### src/bit_pkg.sv
// constants, types and condition test shared by the core end and the stream end
// assumes a single core clock; instructions arrive already split into fields
package bit_pkg;
   typedef enum logic [3:0] {
      OP_OTHER = 4'h0,
      OP_B = 4'h1,
      OP_BL = 4'h2,
      OP_BX = 4'h3,
      OP_BLX = 4'h4,
      OP_CBZ = 4'h5,
      OP_COMPARE_NONZERO_BRANCH = 4'h6,
      OP_IT = 4'h7,
      OP_BREAKPOINT_INSTR = 4'h8,
      OP_ERET = 4'h9
   } bit_op_e;

   typedef enum logic [1:0] {
      ST_RUN = 2'b01,
      ST_HANDLER = 2'b10
   } bit_state_e;

   localparam logic [3:0] EVERY_TIME_CODE = 4'he;
   localparam logic [3:0] PC_REG_NUM = 4'hf;
   localparam logic [3:0] LOW_REG_MAX = 4'h7;
   localparam logic [31:0] NARROW_LEN = 32'h2;
   localparam logic [31:0] WIDE_LEN = 32'h4;
   localparam logic [31:0] CMP_BR_MIN = 32'h4;
   localparam logic [31:0] CMP_BR_MAX = 32'h82;
   // reach checks: offset must sign-extend from this bit
   localparam int SHORT_REACH_MSB = 20;
   localparam int LONG_REACH_MSB = 24;
   // prefix immediate: else switches for slots 2..4, then count minus one
   localparam int IT_SW_LSB = 0;
   localparam int IT_CNT_LSB = 4;
   // stacked status word layout
   localparam int PSR_FLAGS_LSB = 28;
   localparam int IT_STATE_W = 11;
   localparam logic [31:0] RESET_WORD = 32'h0;
   localparam logic [3:0] RESET_FLAGS = 4'h0;

   // flags are {n,z,c,v}
   function automatic logic cond_ok(input logic [3:0] c, input logic [3:0] f);
      logic r;
      r = 1'b1;
      case (c[3:1])
         3'h0: r = f[2];
         3'h1: r = f[1];
         3'h2: r = f[3];
         3'h3: r = f[0];
         3'h4: r = f[1] & ~f[2];
         3'h5: r = (f[3] == f[0]);
         3'h6: r = ~f[2] & (f[3] == f[0]);
         default: r = 1'b1;
      endcase
      if (c[0] && c != 4'hf) begin
         r = ~r;
      end
      return r;
   endfunction
endpackage

### src/bit_link_if.sv
// instruction hand-over between the stream end and the core end
// assumes both ends share the core clock; requests use valid/ready
`timescale 1ns/10ps
interface bit_link_if;
   logic req_valid;
   bit_pkg::bit_op_e op;
   logic [3:0] cond;
   logic [3:0] rnum;
   logic [31:0] rval;
   logic [31:0] imm;
   logic [31:0] pc;
   logic wide;
   logic req_ready;
   logic rsp_done;
   logic rsp_taken;
   logic [31:0] rsp_target;
   logic rsp_skipped;
   logic rsp_range_err;
   logic [2:0] it_left;
   logic [3:0] it_cond;

   modport core (
      input req_valid, op, cond, rnum, rval, imm, pc, wide,
      output req_ready, rsp_done, rsp_taken, rsp_target, rsp_skipped, rsp_range_err,
      output it_left, it_cond
   );
   modport stream (
      output req_valid, op, cond, rnum, rval, imm, pc, wide,
      input req_ready, rsp_done, rsp_taken, rsp_target, rsp_skipped, rsp_range_err,
      input it_left, it_cond
   );
endinterface

### src/bit_core_end.sv
// core end: executes branch, compare-branch, prefix, breakpoint and
// exception-return instructions and keeps the conditional block state
// assumes the stream holds each request stable until taken
`timescale 1ns/10ps
module bit_core_end (
   input wire logic I_CLOCK, // core clock
   input wire logic I_SRST, // synchronous reset, high
   input wire logic I_CKE, // clock enable
   input wire logic [3:0] I_FLAGS, // flags from the arithmetic unit
   input wire logic I_FLAGS_WE, // arithmetic unit writes flags
   input wire logic I_EXC_REQ, // pending exception
   output logic [3:0] O_FLAGS, // current flags {n,z,c,v}
   output logic O_LINK_WE, // link register write pulse
   output logic [31:0] O_LINK_VAL, // link register value
   output logic O_EXC_ENTRY, // exception entered pulse
   output logic [31:0] O_STACKED_PSR, // stacked status word
   output logic O_IN_HANDLER, // executing an exception handler
   output logic O_DEBUG_HALT, // breakpoint executed pulse
   output logic O_USAGE_FAULT, // usage fault pulse
   bit_link_if.core lk // from the stream
);
   bit_pkg::bit_state_e state;
   bit_pkg::bit_state_e next_state;
   logic [3:0] flags;
   logic [3:0] next_flags;
   logic [3:0] it_base;
   logic [3:0] next_it_base;
   logic it_else;
   logic next_it_else;
   logic [2:0] it_sw;
   logic [2:0] next_it_sw;
   logic [2:0] it_left;
   logic [2:0] next_it_left;
   logic [31:0] resume_pc;
   logic [31:0] next_resume_pc;
   logic ready;
   logic next_done;
   logic next_taken;
   logic [31:0] next_target;
   logic next_skipped;
   logic next_range;
   logic next_link_we;
   logic [31:0] next_link_val;
   logic next_entry;
   logic [31:0] next_psr;
   logic next_halt;
   logic next_fault;
   logic accept;
   logic in_it;
   logic [3:0] slot_cond;
   logic pass;
   logic [31:0] seq;
   logic [31:0] dest;
   logic short_ok;
   logic long_ok;
   logic [bit_pkg::IT_STATE_W-1:0] it_word;

   always_comb begin
      accept = lk.req_valid && ready;
      in_it = (it_left != 3'h0);
      slot_cond = it_else ? (it_base ^ 4'h1) : it_base;
      pass = in_it ? bit_pkg::cond_ok(slot_cond, flags) :
             (lk.op == bit_pkg::OP_B) ? bit_pkg::cond_ok(lk.cond, flags) : 1'b1;
      seq = lk.pc + (lk.wide ? bit_pkg::WIDE_LEN : bit_pkg::NARROW_LEN);
      dest = lk.pc + lk.imm;
      short_ok = (lk.imm[31:bit_pkg::SHORT_REACH_MSB] == {12{lk.imm[31]}});
      long_ok = (lk.imm[31:bit_pkg::LONG_REACH_MSB] == {8{lk.imm[31]}});
      it_word = {it_base, it_else, it_sw, it_left};
      next_state = state;
      next_flags = I_FLAGS_WE ? I_FLAGS : flags;
      next_it_base = it_base;
      next_it_else = it_else;
      next_it_sw = it_sw;
      next_it_left = it_left;
      next_resume_pc = resume_pc;
      next_done = 1'b0;
      next_taken = 1'b0;
      next_target = lk.rsp_target;
      next_skipped = 1'b0;
      next_range = 1'b0;
      next_link_we = 1'b0;
      next_link_val = O_LINK_VAL;
      next_entry = 1'b0;
      next_psr = O_STACKED_PSR;
      next_halt = 1'b0;
      next_fault = 1'b0;
      if (accept) begin
         next_done = 1'b1;
         next_target = seq;
         if (in_it) begin
            next_it_left = it_left - 3'h1;
            next_it_else = it_sw[0];
            next_it_sw = {1'b0, it_sw[2:1]};
         end
         if (lk.op == bit_pkg::OP_BREAKPOINT_INSTR) begin
            next_halt = 1'b1;
         end else if (!pass) begin
            next_skipped = 1'b1;
         end else begin
            case (lk.op)
               bit_pkg::OP_B, bit_pkg::OP_BL: begin
                  if ((in_it || lk.op == bit_pkg::OP_BL ||
                       lk.cond == bit_pkg::EVERY_TIME_CODE) ? long_ok : short_ok) begin
                     next_taken = 1'b1;
                     next_target = dest;
                     next_link_we = (lk.op == bit_pkg::OP_BL);
                     next_link_val = (lk.op == bit_pkg::OP_BL) ? seq : O_LINK_VAL;
                  end else begin
                     next_range = 1'b1;
                  end
               end
               bit_pkg::OP_BX, bit_pkg::OP_BLX: begin
                  if (!lk.rval[0]) begin
                     next_fault = 1'b1;
                  end else begin
                     next_taken = 1'b1;
                     next_target = {lk.rval[31:1], 1'b0};
                     next_link_we = (lk.op == bit_pkg::OP_BLX);
                     next_link_val = (lk.op == bit_pkg::OP_BLX) ? seq : O_LINK_VAL;
                  end
               end
               bit_pkg::OP_CBZ, bit_pkg::OP_COMPARE_NONZERO_BRANCH: begin
                  if (lk.imm < bit_pkg::CMP_BR_MIN || lk.imm > bit_pkg::CMP_BR_MAX) begin
                     next_range = 1'b1;
                  end else if ((lk.rval == bit_pkg::RESET_WORD) == (lk.op == bit_pkg::OP_CBZ)) begin
                     next_taken = 1'b1;
                     next_target = dest;
                  end
               end
               bit_pkg::OP_IT: begin
                  next_it_base = lk.cond;
                  next_it_else = 1'b0;
                  next_it_sw = lk.imm[bit_pkg::IT_SW_LSB +: 3];
                  next_it_left = {1'b0, lk.imm[bit_pkg::IT_CNT_LSB +: 2]} + 3'h1;
               end
               bit_pkg::OP_ERET: begin
                  if (state == bit_pkg::ST_HANDLER) begin
                     {next_it_base, next_it_else, next_it_sw, next_it_left} =
                        lk.imm[bit_pkg::IT_STATE_W-1:0];
                     next_state = bit_pkg::ST_RUN;
                     next_taken = 1'b1;
                     next_target = lk.rval;
                  end
               end
               default: begin
                  next_taken = 1'b0;
               end
            endcase
         end
         next_resume_pc = next_taken ? next_target : seq;
      end else if (I_EXC_REQ && state == bit_pkg::ST_RUN) begin
         next_entry = 1'b1;
         next_link_we = 1'b1;
         next_link_val = resume_pc;
         next_psr = {flags, {(bit_pkg::PSR_FLAGS_LSB - bit_pkg::IT_STATE_W){1'b0}}, it_word};
         next_state = bit_pkg::ST_HANDLER;
         next_it_base = 4'h0;
         next_it_else = 1'b0;
         next_it_sw = 3'h0;
         next_it_left = 3'h0;
      end
   end

   always_ff @(posedge I_CLOCK) begin
      if (I_SRST) begin
         state <= bit_pkg::ST_RUN;
         flags <= bit_pkg::RESET_FLAGS;
         it_base <= 4'h0;
         it_else <= 1'b0;
         it_sw <= 3'h0;
         it_left <= 3'h0;
         resume_pc <= bit_pkg::RESET_WORD;
         ready <= 1'b0;
         lk.rsp_done <= 1'b0;
         lk.rsp_taken <= 1'b0;
         lk.rsp_target <= bit_pkg::RESET_WORD;
         lk.rsp_skipped <= 1'b0;
         lk.rsp_range_err <= 1'b0;
         lk.it_left <= 3'h0;
         lk.it_cond <= 4'h0;
         O_FLAGS <= bit_pkg::RESET_FLAGS;
         O_LINK_WE <= 1'b0;
         O_LINK_VAL <= bit_pkg::RESET_WORD;
         O_EXC_ENTRY <= 1'b0;
         O_STACKED_PSR <= bit_pkg::RESET_WORD;
         O_IN_HANDLER <= 1'b0;
         O_DEBUG_HALT <= 1'b0;
         O_USAGE_FAULT <= 1'b0;
      end else if (I_CKE) begin
         state <= next_state;
         flags <= next_flags;
         it_base <= next_it_base;
         it_else <= next_it_else;
         it_sw <= next_it_sw;
         it_left <= next_it_left;
         resume_pc <= next_resume_pc;
         ready <= 1'b1;
         lk.rsp_done <= next_done;
         lk.rsp_taken <= next_taken;
         lk.rsp_target <= next_target;
         lk.rsp_skipped <= next_skipped;
         lk.rsp_range_err <= next_range;
         lk.it_left <= next_it_left;
         lk.it_cond <= next_it_else ? (next_it_base ^ 4'h1) : next_it_base;
         O_FLAGS <= next_flags;
         O_LINK_WE <= next_link_we;
         O_LINK_VAL <= next_link_val;
         O_EXC_ENTRY <= next_entry;
         O_STACKED_PSR <= next_psr;
         O_IN_HANDLER <= (next_state == bit_pkg::ST_HANDLER);
         O_DEBUG_HALT <= next_halt;
         O_USAGE_FAULT <= next_fault;
      end
   end

   assign lk.req_ready = ready;
endmodule

### src/flat_wrapper.sv
// flat-port wrapper written by rule: the top's interface ports become plain ports
module bit_core_end_flat 
  (I_CLOCK, I_SRST, I_CKE, I_FLAGS, I_FLAGS_WE, I_EXC_REQ, O_FLAGS, O_LINK_WE, O_LINK_VAL, O_EXC_ENTRY, O_STACKED_PSR, O_IN_HANDLER, O_DEBUG_HALT, O_USAGE_FAULT, lk_req_valid, lk_op, lk_cond, lk_rnum, lk_rval, lk_imm, lk_pc, lk_wide, lk_req_ready, lk_rsp_done, lk_rsp_taken, lk_rsp_target, lk_rsp_skipped, lk_rsp_range_err, lk_it_left, lk_it_cond);
  bit_link_if lk_i ();
  input wire logic I_CLOCK;
  input wire logic I_SRST;
  input wire logic I_CKE;
  input wire logic [3:0] I_FLAGS;
  input wire logic I_FLAGS_WE;
  input wire logic I_EXC_REQ;
  output logic [3:0] O_FLAGS;
  output logic O_LINK_WE;
  output logic [31:0] O_LINK_VAL;
  output logic O_EXC_ENTRY;
  output logic [31:0] O_STACKED_PSR;
  output logic O_IN_HANDLER;
  output logic O_DEBUG_HALT;
  output logic O_USAGE_FAULT;
  input wire logic [$bits(lk_i.req_valid)-1:0] lk_req_valid;
  input wire logic [$bits(lk_i.op)-1:0] lk_op;
  input wire logic [$bits(lk_i.cond)-1:0] lk_cond;
  input wire logic [$bits(lk_i.rnum)-1:0] lk_rnum;
  input wire logic [$bits(lk_i.rval)-1:0] lk_rval;
  input wire logic [$bits(lk_i.imm)-1:0] lk_imm;
  input wire logic [$bits(lk_i.pc)-1:0] lk_pc;
  input wire logic [$bits(lk_i.wide)-1:0] lk_wide;
  output wire logic [$bits(lk_i.req_ready)-1:0] lk_req_ready;
  output wire logic [$bits(lk_i.rsp_done)-1:0] lk_rsp_done;
  output wire logic [$bits(lk_i.rsp_taken)-1:0] lk_rsp_taken;
  output wire logic [$bits(lk_i.rsp_target)-1:0] lk_rsp_target;
  output wire logic [$bits(lk_i.rsp_skipped)-1:0] lk_rsp_skipped;
  output wire logic [$bits(lk_i.rsp_range_err)-1:0] lk_rsp_range_err;
  output wire logic [$bits(lk_i.it_left)-1:0] lk_it_left;
  output wire logic [$bits(lk_i.it_cond)-1:0] lk_it_cond;
  assign lk_i.req_valid = lk_req_valid;
  assign lk_i.op = lk_op;
  assign lk_i.cond = lk_cond;
  assign lk_i.rnum = lk_rnum;
  assign lk_i.rval = lk_rval;
  assign lk_i.imm = lk_imm;
  assign lk_i.pc = lk_pc;
  assign lk_i.wide = lk_wide;
  assign lk_req_ready = lk_i.req_ready;
  assign lk_rsp_done = lk_i.rsp_done;
  assign lk_rsp_taken = lk_i.rsp_taken;
  assign lk_rsp_target = lk_i.rsp_target;
  assign lk_rsp_skipped = lk_i.rsp_skipped;
  assign lk_rsp_range_err = lk_i.rsp_range_err;
  assign lk_it_left = lk_i.it_left;
  assign lk_it_cond = lk_i.it_cond;
  bit_core_end u_core (.I_CLOCK(I_CLOCK), .I_SRST(I_SRST), .I_CKE(I_CKE), .I_FLAGS(I_FLAGS), .I_FLAGS_WE(I_FLAGS_WE), .I_EXC_REQ(I_EXC_REQ), .O_FLAGS(O_FLAGS), .O_LINK_WE(O_LINK_WE), .O_LINK_VAL(O_LINK_VAL), .O_EXC_ENTRY(O_EXC_ENTRY), .O_STACKED_PSR(O_STACKED_PSR), .O_IN_HANDLER(O_IN_HANDLER), .O_DEBUG_HALT(O_DEBUG_HALT), .O_USAGE_FAULT(O_USAGE_FAULT), .lk(lk_i));
endmodule
### config.mk
export PLATFORM = sky130hd
export DESIGN_NAME = bit_core_end_flat
export DESIGN_NICKNAME = d
export VERILOG_FILES = /design/src/bit_pkg.sv /design/src/bit_link_if.sv /design/src/bit_core_end.sv /design/src/flat_wrapper.sv
export SDC_FILE = /design/constraint.sdc
export NUM_CORES = 1
export LEC_CHECK = 0
export BUFFER_PORTS_ARGS = -buffer_cell sky130_fd_sc_hd__clkbuf_2
export CAP_MARGIN = 10
export CELL_PAD_IN_SITES_DETAIL_PLACEMENT = 0
export CELL_PAD_IN_SITES_GLOBAL_PLACEMENT = 2
export CORE_MARGIN = 3
export CORE_UTILIZATION = 33
export DETAILED_ROUTE_END_ITERATION = 10
export PLACE_DENSITY = 0.87
export REMOVE_ABC_BUFFERS = 1
export SYNTH_ARGS = -nofsm -noshare
export SYNTH_HDL_FRONTEND = slang
export SYNTH_SLANG_ARGS = --single-unit
### constraint.sdc
create_clock -name I_CLOCK -period 9.1 [get_ports I_CLOCK]
set_input_delay 0.91 -clock I_CLOCK [delete_from_list [all_inputs] [get_ports I_CLOCK]]
set_output_delay 0.91 -clock I_CLOCK [all_outputs]
set_load 0.1 [all_outputs]
Word-level counts from Yosys, hierarchy flattened
Cells that the tools add are included.
{"block": "op_classes", "n_addsub": 4, "n_lt_le_gt_ge": 2, "eq_ne": 38, "n_mux": 96, "bitwise": 8, "n_reduce_logical": 20}
{"op": "two-way mux 32 bit", "n": 16}
{"op": "one-hot mux 32 bit (4 select lines)", "n": 1}
{"op": "adder 32 bit", "n": 2}
{"op": "one-hot mux 32 bit (2 select lines)", "n": 1}
{"op": "two-way mux 1 bit", "n": 45}
{"op": "two-way mux 3 bit", "n": 12}
{"op": "greater-than comparator 32 x 8 -> 1 bit, second input constant", "n": 1}
{"op": "logical NOT 32 bit", "n": 1}
{"op": "less-than comparator 32 x 3 -> 1 bit, second input constant", "n": 1}
{"op": "two-way mux 4 bit", "n": 6}
{"op": "equality test 3 bit, second input constant", "n": 6}
{"op": "equality test 4 x 3 -> 1 bit, second input constant", "n": 4}
{"op": "inequality test 3 bit, second input constant", "n": 5}
{"op": "one-hot mux 1 bit (7 select lines)", "n": 2}
{"op": "equality test 3 x 2 -> 1 bit, second input constant", "n": 4}
{"op": "equality test 4 bit, second input constant", "n": 3}
{"op": "two-way mux 2 bit", "n": 6}
{"op": "one-hot mux 3 bit (2 select lines)", "n": 2}
{"op": "equality test 11 bit", "n": 1}
{"op": "AND reduction 9 bit", "n": 1}
{"op": "equality test 4 x 2 -> 1 bit, second input constant", "n": 2}
{"op": "inequality test 4 bit, second input constant", "n": 2}
{"op": "one-hot mux 4 bit (2 select lines)", "n": 1}
{"op": "equality test 7 bit", "n": 1}
{"op": "20 further kinds", "n": 42}
{"block": "totals", "regBits": 142, "in_bits": 119, "output_inout_bits": 117, "elab_cells": 189}

Depth between registers and ports, before layout
{"block": "logic_depth", "ltp_word": 12, "depth_mapped": 13, "ltp_nobuf": 11}

Worst setup path after synthesis
OpenSTA, ideal clock, no wires.
{"block": "synth_timing", "path_kind": "input port to flip-flop", "startpoint": "input port lk_imm[4]", "endpoint": "register u_core.lk.rsp_target[13]", "t_arrival_ns": 3.507, "required_time_ns": 9.014, "path_slack_ns": 5.507, "path_stages": 10, "n_path_buf": 0, "path_cell_list": "inv_1 ha_1 nor4b_2 or3b_1 a311oi_2 or3b_4 a211o_1 nor3_4 mux2_2 a211oi_1"}
{"block": "synth_between", "elab_chain_cells": 6}
{"element": "start, declared", "line_no": "flat_wrapper.sv:24", "rtl": "input wire logic [$bits(lk_i.imm)-1:0] lk_imm;"}
{"element": "adder 32 bit, or another cell as far along", "line_no": "bit_core_end.sv:65", "rtl": "dest = lk.pc + lk.imm;"}
{"element": "two-way mux 32 bit or logical OR 1 bit (tied branches)", "line_no": "bit_core_end.sv:125, bit_core_end.sv:123"}
{"element": "two-way mux 32 bit", "line_no": "bit_core_end.sv:123", "rtl": "if (lk.imm < bit_pkg::CMP_BR_MIN || lk.imm > bit_pkg::CMP_BR_MAX) begin"}
{"element": "one-hot mux 32 bit (4 select lines) *", "line_no": "bit_core_end.sv:100", "rtl": "case (lk.op)"}
{"element": "two-way mux 32 bit *", "line_no": "bit_core_end.sv:97", "rtl": "end else if (!pass) begin"}
{"element": "two-way mux 32 bit *", "line_no": "bit_core_end.sv:95", "rtl": "if (lk.op == bit_pkg::OP_BREAKPOINT_INSTR) begin"}
{"element": "end signal, assigned", "line_no": "bit_core_end.sv:176", "rtl": "lk.rsp_target <= bit_pkg::RESET_WORD;"}
{"element": "end signal, assigned", "line_no": "bit_core_end.sv:200", "rtl": "lk.rsp_target <= next_target;"}
{"element": "end, declared", "line_no": "bit_link_if.sv:24", "rtl": "output req_ready, rsp_done, rsp_taken, rsp_target, rsp_skipped, rsp_range_err,"}
Mark *: on every way between the ends. The rest lies on a longest branch, timed or not.
A chain may end at the register's enable or synchronous reset.

Final worst setup path
{"block": "layout_timing", "startpoint": "input port lk_imm[4]", "endpoint": "register u_core.resume_pc[18]"}
{"block": "layout_between", "elab_chain_cells": 8}
{"element": "less-than comparator 32 x 3 -> 1 bit or greater-than comparator 32 x 8 -> 1 bit (tied branches)", "line_no": "bit_core_end.sv:123"}
{"element": "logical OR 1 bit", "line_no": "bit_core_end.sv:123"}
{"element": "two-way mux 1 bit", "line_no": "bit_core_end.sv:123"}
{"element": "one-hot mux 1 bit (4 select lines)", "line_no": "bit_core_end.sv:100"}
{"element": "two-way mux 1 bit", "line_no": "bit_core_end.sv:97"}
{"element": "two-way mux 1 bit", "line_no": "bit_core_end.sv:95"}
{"element": "two-way mux 1 bit", "line_no": "bit_core_end.sv:87", "rtl": "if (accept) begin"}
{"element": "two-way mux 32 bit *", "line_no": "bit_core_end.sv:150", "rtl": "next_resume_pc = next_taken ? next_target : seq;"}
{"element": "end signal, assigned", "line_no": "bit_core_end.sv:172", "rtl": "resume_pc <= bit_pkg::RESET_WORD;"}
{"element": "end signal, assigned", "line_no": "bit_core_end.sv:196", "rtl": "resume_pc <= next_resume_pc;"}
{"element": "end, declared", "line_no": "bit_core_end.sv:34", "rtl": "logic [31:0] resume_pc;"}
Mark *: on every way between the ends. The rest lies on a longest branch, timed or not. The select of a mux whose other input is x is not followed.

==> impl_results.md <==
* Final number of max-transition violations at 0
* # Post-CTS Setup Buffers at 0
* Worst Max-Slew Pin Slew at ~1.1 ns
* Gr usage total at 23.6%
* Global-route wire length before repair at roughly 57,000 µm
* Root buffer cell: clkbuf_16
* Initial Util at approximately 34%
* Tmin final at approximately 4.3 ns
* Vias at between 10,000 and 15,000
* Post-DP HPWL at 28,300 µm
* Asr flop ratio synth at 0%
* Initial DRC count at between 700 and 800
* Via density at 5.58
* Hold WC Path Type: register to register
* Achievable frequency at roughly 0.23 GHz
* Routed len/inst at 20.8 µm
* Number of fill cells at around 3,000
* Row count at 61
* Period Utilization, post-route at between 40% and 50%
* # port buffers at about 210
* Seq. cell area at about 2800 µm²
* #FFs+latches synth at between 100 and 150
* Synth Instances at around 1,300
* Top cell type's share of synthesized area at slightly below 30%
* Die width at about 180 µm
* Number of diodes at 0
* CP endpoint kind: register
* Die height at around 180 µm
* Worst Setup Start Kind: input port
* CTS tree: yes
* RD Place Congestion at 0.912
* Num CTS Buffers at 17
* H-Tree Depth at 4
* Largest cells by area after synthesis: dfxtp_1 29%, nand2_1 6.8%, a21oi_1 5.9%
* Leakage at 0.00461 µW
* Clock sink count at around 140
* Residual DRC at 0
* Final TNS setup at 0 ns
* Layout area overhead at 20.0%
* Synth Cell Area at about 9600 µm²
* ANT nets after route at 0
* Critical Path AT at ~4.6 ns
* Unrepaired setup endpoints after global routing: no
* Worst-Skew Late Latency at ~0.44 ns
* Critical path class: input port to register
* Post-synth top area cell: dfxtp_1
* I/O pin cnt at 236
* CTS clock-pin slew for the worst setup and hold paths at around 0.07 ns
* Syn Area/Cell at ~7.6 µm²
* Number of synthesized flops with an enable pin at 0
* PostCTS Resize Cnt at 0
* Share of layout cells above drive strength 1 at roughly a fifth
* Drt first pass iters at 5
* Power consumption at around 1900 µW
* Critical Path RT at between 9 and 10 ns
* Nets at 1,593
* CTS Hold Buffers Added at 0
* Status: finished, final reports clean
* Sequential share of the synthesized area at 29.0%
* Power Dens Cells at approximately 170 nW/µm²
* Vias in the first global route at approximately 9,700
* Largest net degree at the start of global routing at 66
* Synth Warn # at 0
* Max Root-Sink Buffers at 2
* Hold Vio Cnt, Final at 0
* Multi-input gate area at between 6000 and 7000 µm²
* Initial antenna violation count at 1
* Worst hold slack at 0.448 ns
* Worst IR Drop VDD at approximately 0.11 mV
* Yosys cell types at 87
* Endpoints failing setup at 0
* Full die area at 31,200 µm²
* Congestion Overflow GR at 0
* Synth Flop Type: dfxtp_1
* Routed WL at 37,900 µm
* Clock skew at 0.0115 ns
* Core area at around 28,000 µm²
* Worst-path fanout max at 27
* Relative slew margins at between 20% and 30%
* Max Cap Viol at 0
[worst max-delay path, cell delays in order]
cell and delay, ns:
clkbuf_2 0.14, inv_1 0.07, ha_1 0.18, nor4b_2 0.17, or3b_1 0.37, a311oi_2 0.35
or3b_4 0.46, a211oi_4 0.80, nand3_4 0.48, a221o_1 0.44, a32o_1 0.25
[layout by cell type (no fill, tap or decap), types with 11 or more instances in the layout]
cell type  synthesis  layout
clkbuf_2           0     213
nand2_1          175     175
dfxtp_1          139     139
nor2_1           115     113
a21oi_1          114     112
o21ai_0           70      70
nor3_1            52      51
ha_1              39      39
xor2_1            30      30
inv_1             29      29
nand3_1           26      26
xnor2_1           25      25
o2111ai_1         25      25
nand4_1           21      21
a22oi_1           21      21
a211oi_1          20      20
a21o_1            19      19
nor4_1            18      18
conb_1             1      17
clkbuf_16          0      17
buf_4             20      16
and3_1            14      14
o211ai_1          13      13
mux2i_1           12      12
o31ai_1           12      12
nor2b_1           11      11
[report_power, final]
group / leakage, µW / internal, µW / switching [µW]
Clock: 0.000306 / 422 / 337
Sequential: 0.00113 / 628 / 11.6
Combinational: 0.00318 / 131 / 375
Total: 0.00461 / 1180 / 724
[cell usage after synthesis (12+ instances only)]
cell type,n
nand2_1,175
dfxtp_1,139
nor2_1,115
a21oi_1,114
o21ai_0,70
clkbuf_1,64
nor3_1,52
ha_1,39
xor2_1,30
inv_1,29
nand3_1,26
o2111ai_1,25
xnor2_1,25
a22oi_1,21
nand4_1,21
a211oi_1,20
buf_4,20
a21o_1,19
nor4_1,18
and3_1,14
o211ai_1,13
mux2i_1,12
o31ai_1,12
[cell families after synthesis]
kind of cell,after synthesis,synth area share [%]
AND/OR/NAND/NOR,491,24.4
AO/OA/AOI/OAI,398,28.4
flip-flops,139,29.0
buffers and inverters,127,5.96
XOR/XNOR,55,5.02
adder cells (fa/ha/maj),41,5.50
multiplexers,15,1.72
other,1,0.0391
[final timing paths]
kind	startpoint	endpoint	slack (ns)	depth (start not counted)
worst max-delay path	lk_imm[4]	u_core.resume_pc[18]	4.78	11
worst min-delay path	u_core.resume_pc[9]	u_core.resume_pc[9]	0.45	2
worst max register to register	u_core.it_left[0]	u_core.resume_pc[13]	5.28	11
worst min register to register	u_core.resume_pc[9]	u_core.resume_pc[9]	0.45	2
[layer usage]
metal	wire [µm]	share of wire, %	vias up	track usage, %
met4	524	1.4	2	4.78
met2	17100	45	311	37.9
met3	2380	6.3	28	5.23
met1	17800	47	4846	32.6
li1	-	-	4985	-
met5	9	0.024	-	0
[flip-flops by register name (all words and copies together), names as in the netlist, 3 cells and up]
register / count
u_core.it_left: 3
u_core.O_FLAGS: 4
u_core.lk.rsp_target: 32
u_core.resume_pc: 32
u_core.O_STACKED_PSR: 15
u_core.it_base: 3
u_core.O_LINK_VAL: 32
u_core.it_sw: 3
[area by class of cell]
type	count	share of cell area [%]
inverters	29	0.945
well taps	378	4.11
clock inverters	15	1.68
clock buffers	17	3.69
flip-flops and latches	139	24.2
multi-input cells	1017	55.1
repair buffers	229	10.3
[per-stage QoR]
step | util (%) | area, µm² | std cells | setup slack, ns
detailed placement | 38.6 | 10900 | 1792 | 4.31
global placement | 38.6 | 10900 | 1792 | 4.38
CTS | 40.8 | 11500 | 1824 | 4.75
global route | 40.8 | 11500 | 1824 | 4.64
finish | 40.8 | 11500 | 1824 | 4.78
floorplan | - | 9200 | 1185 | 4.21
No activity file was read; power rests on OpenSTA's default activity.
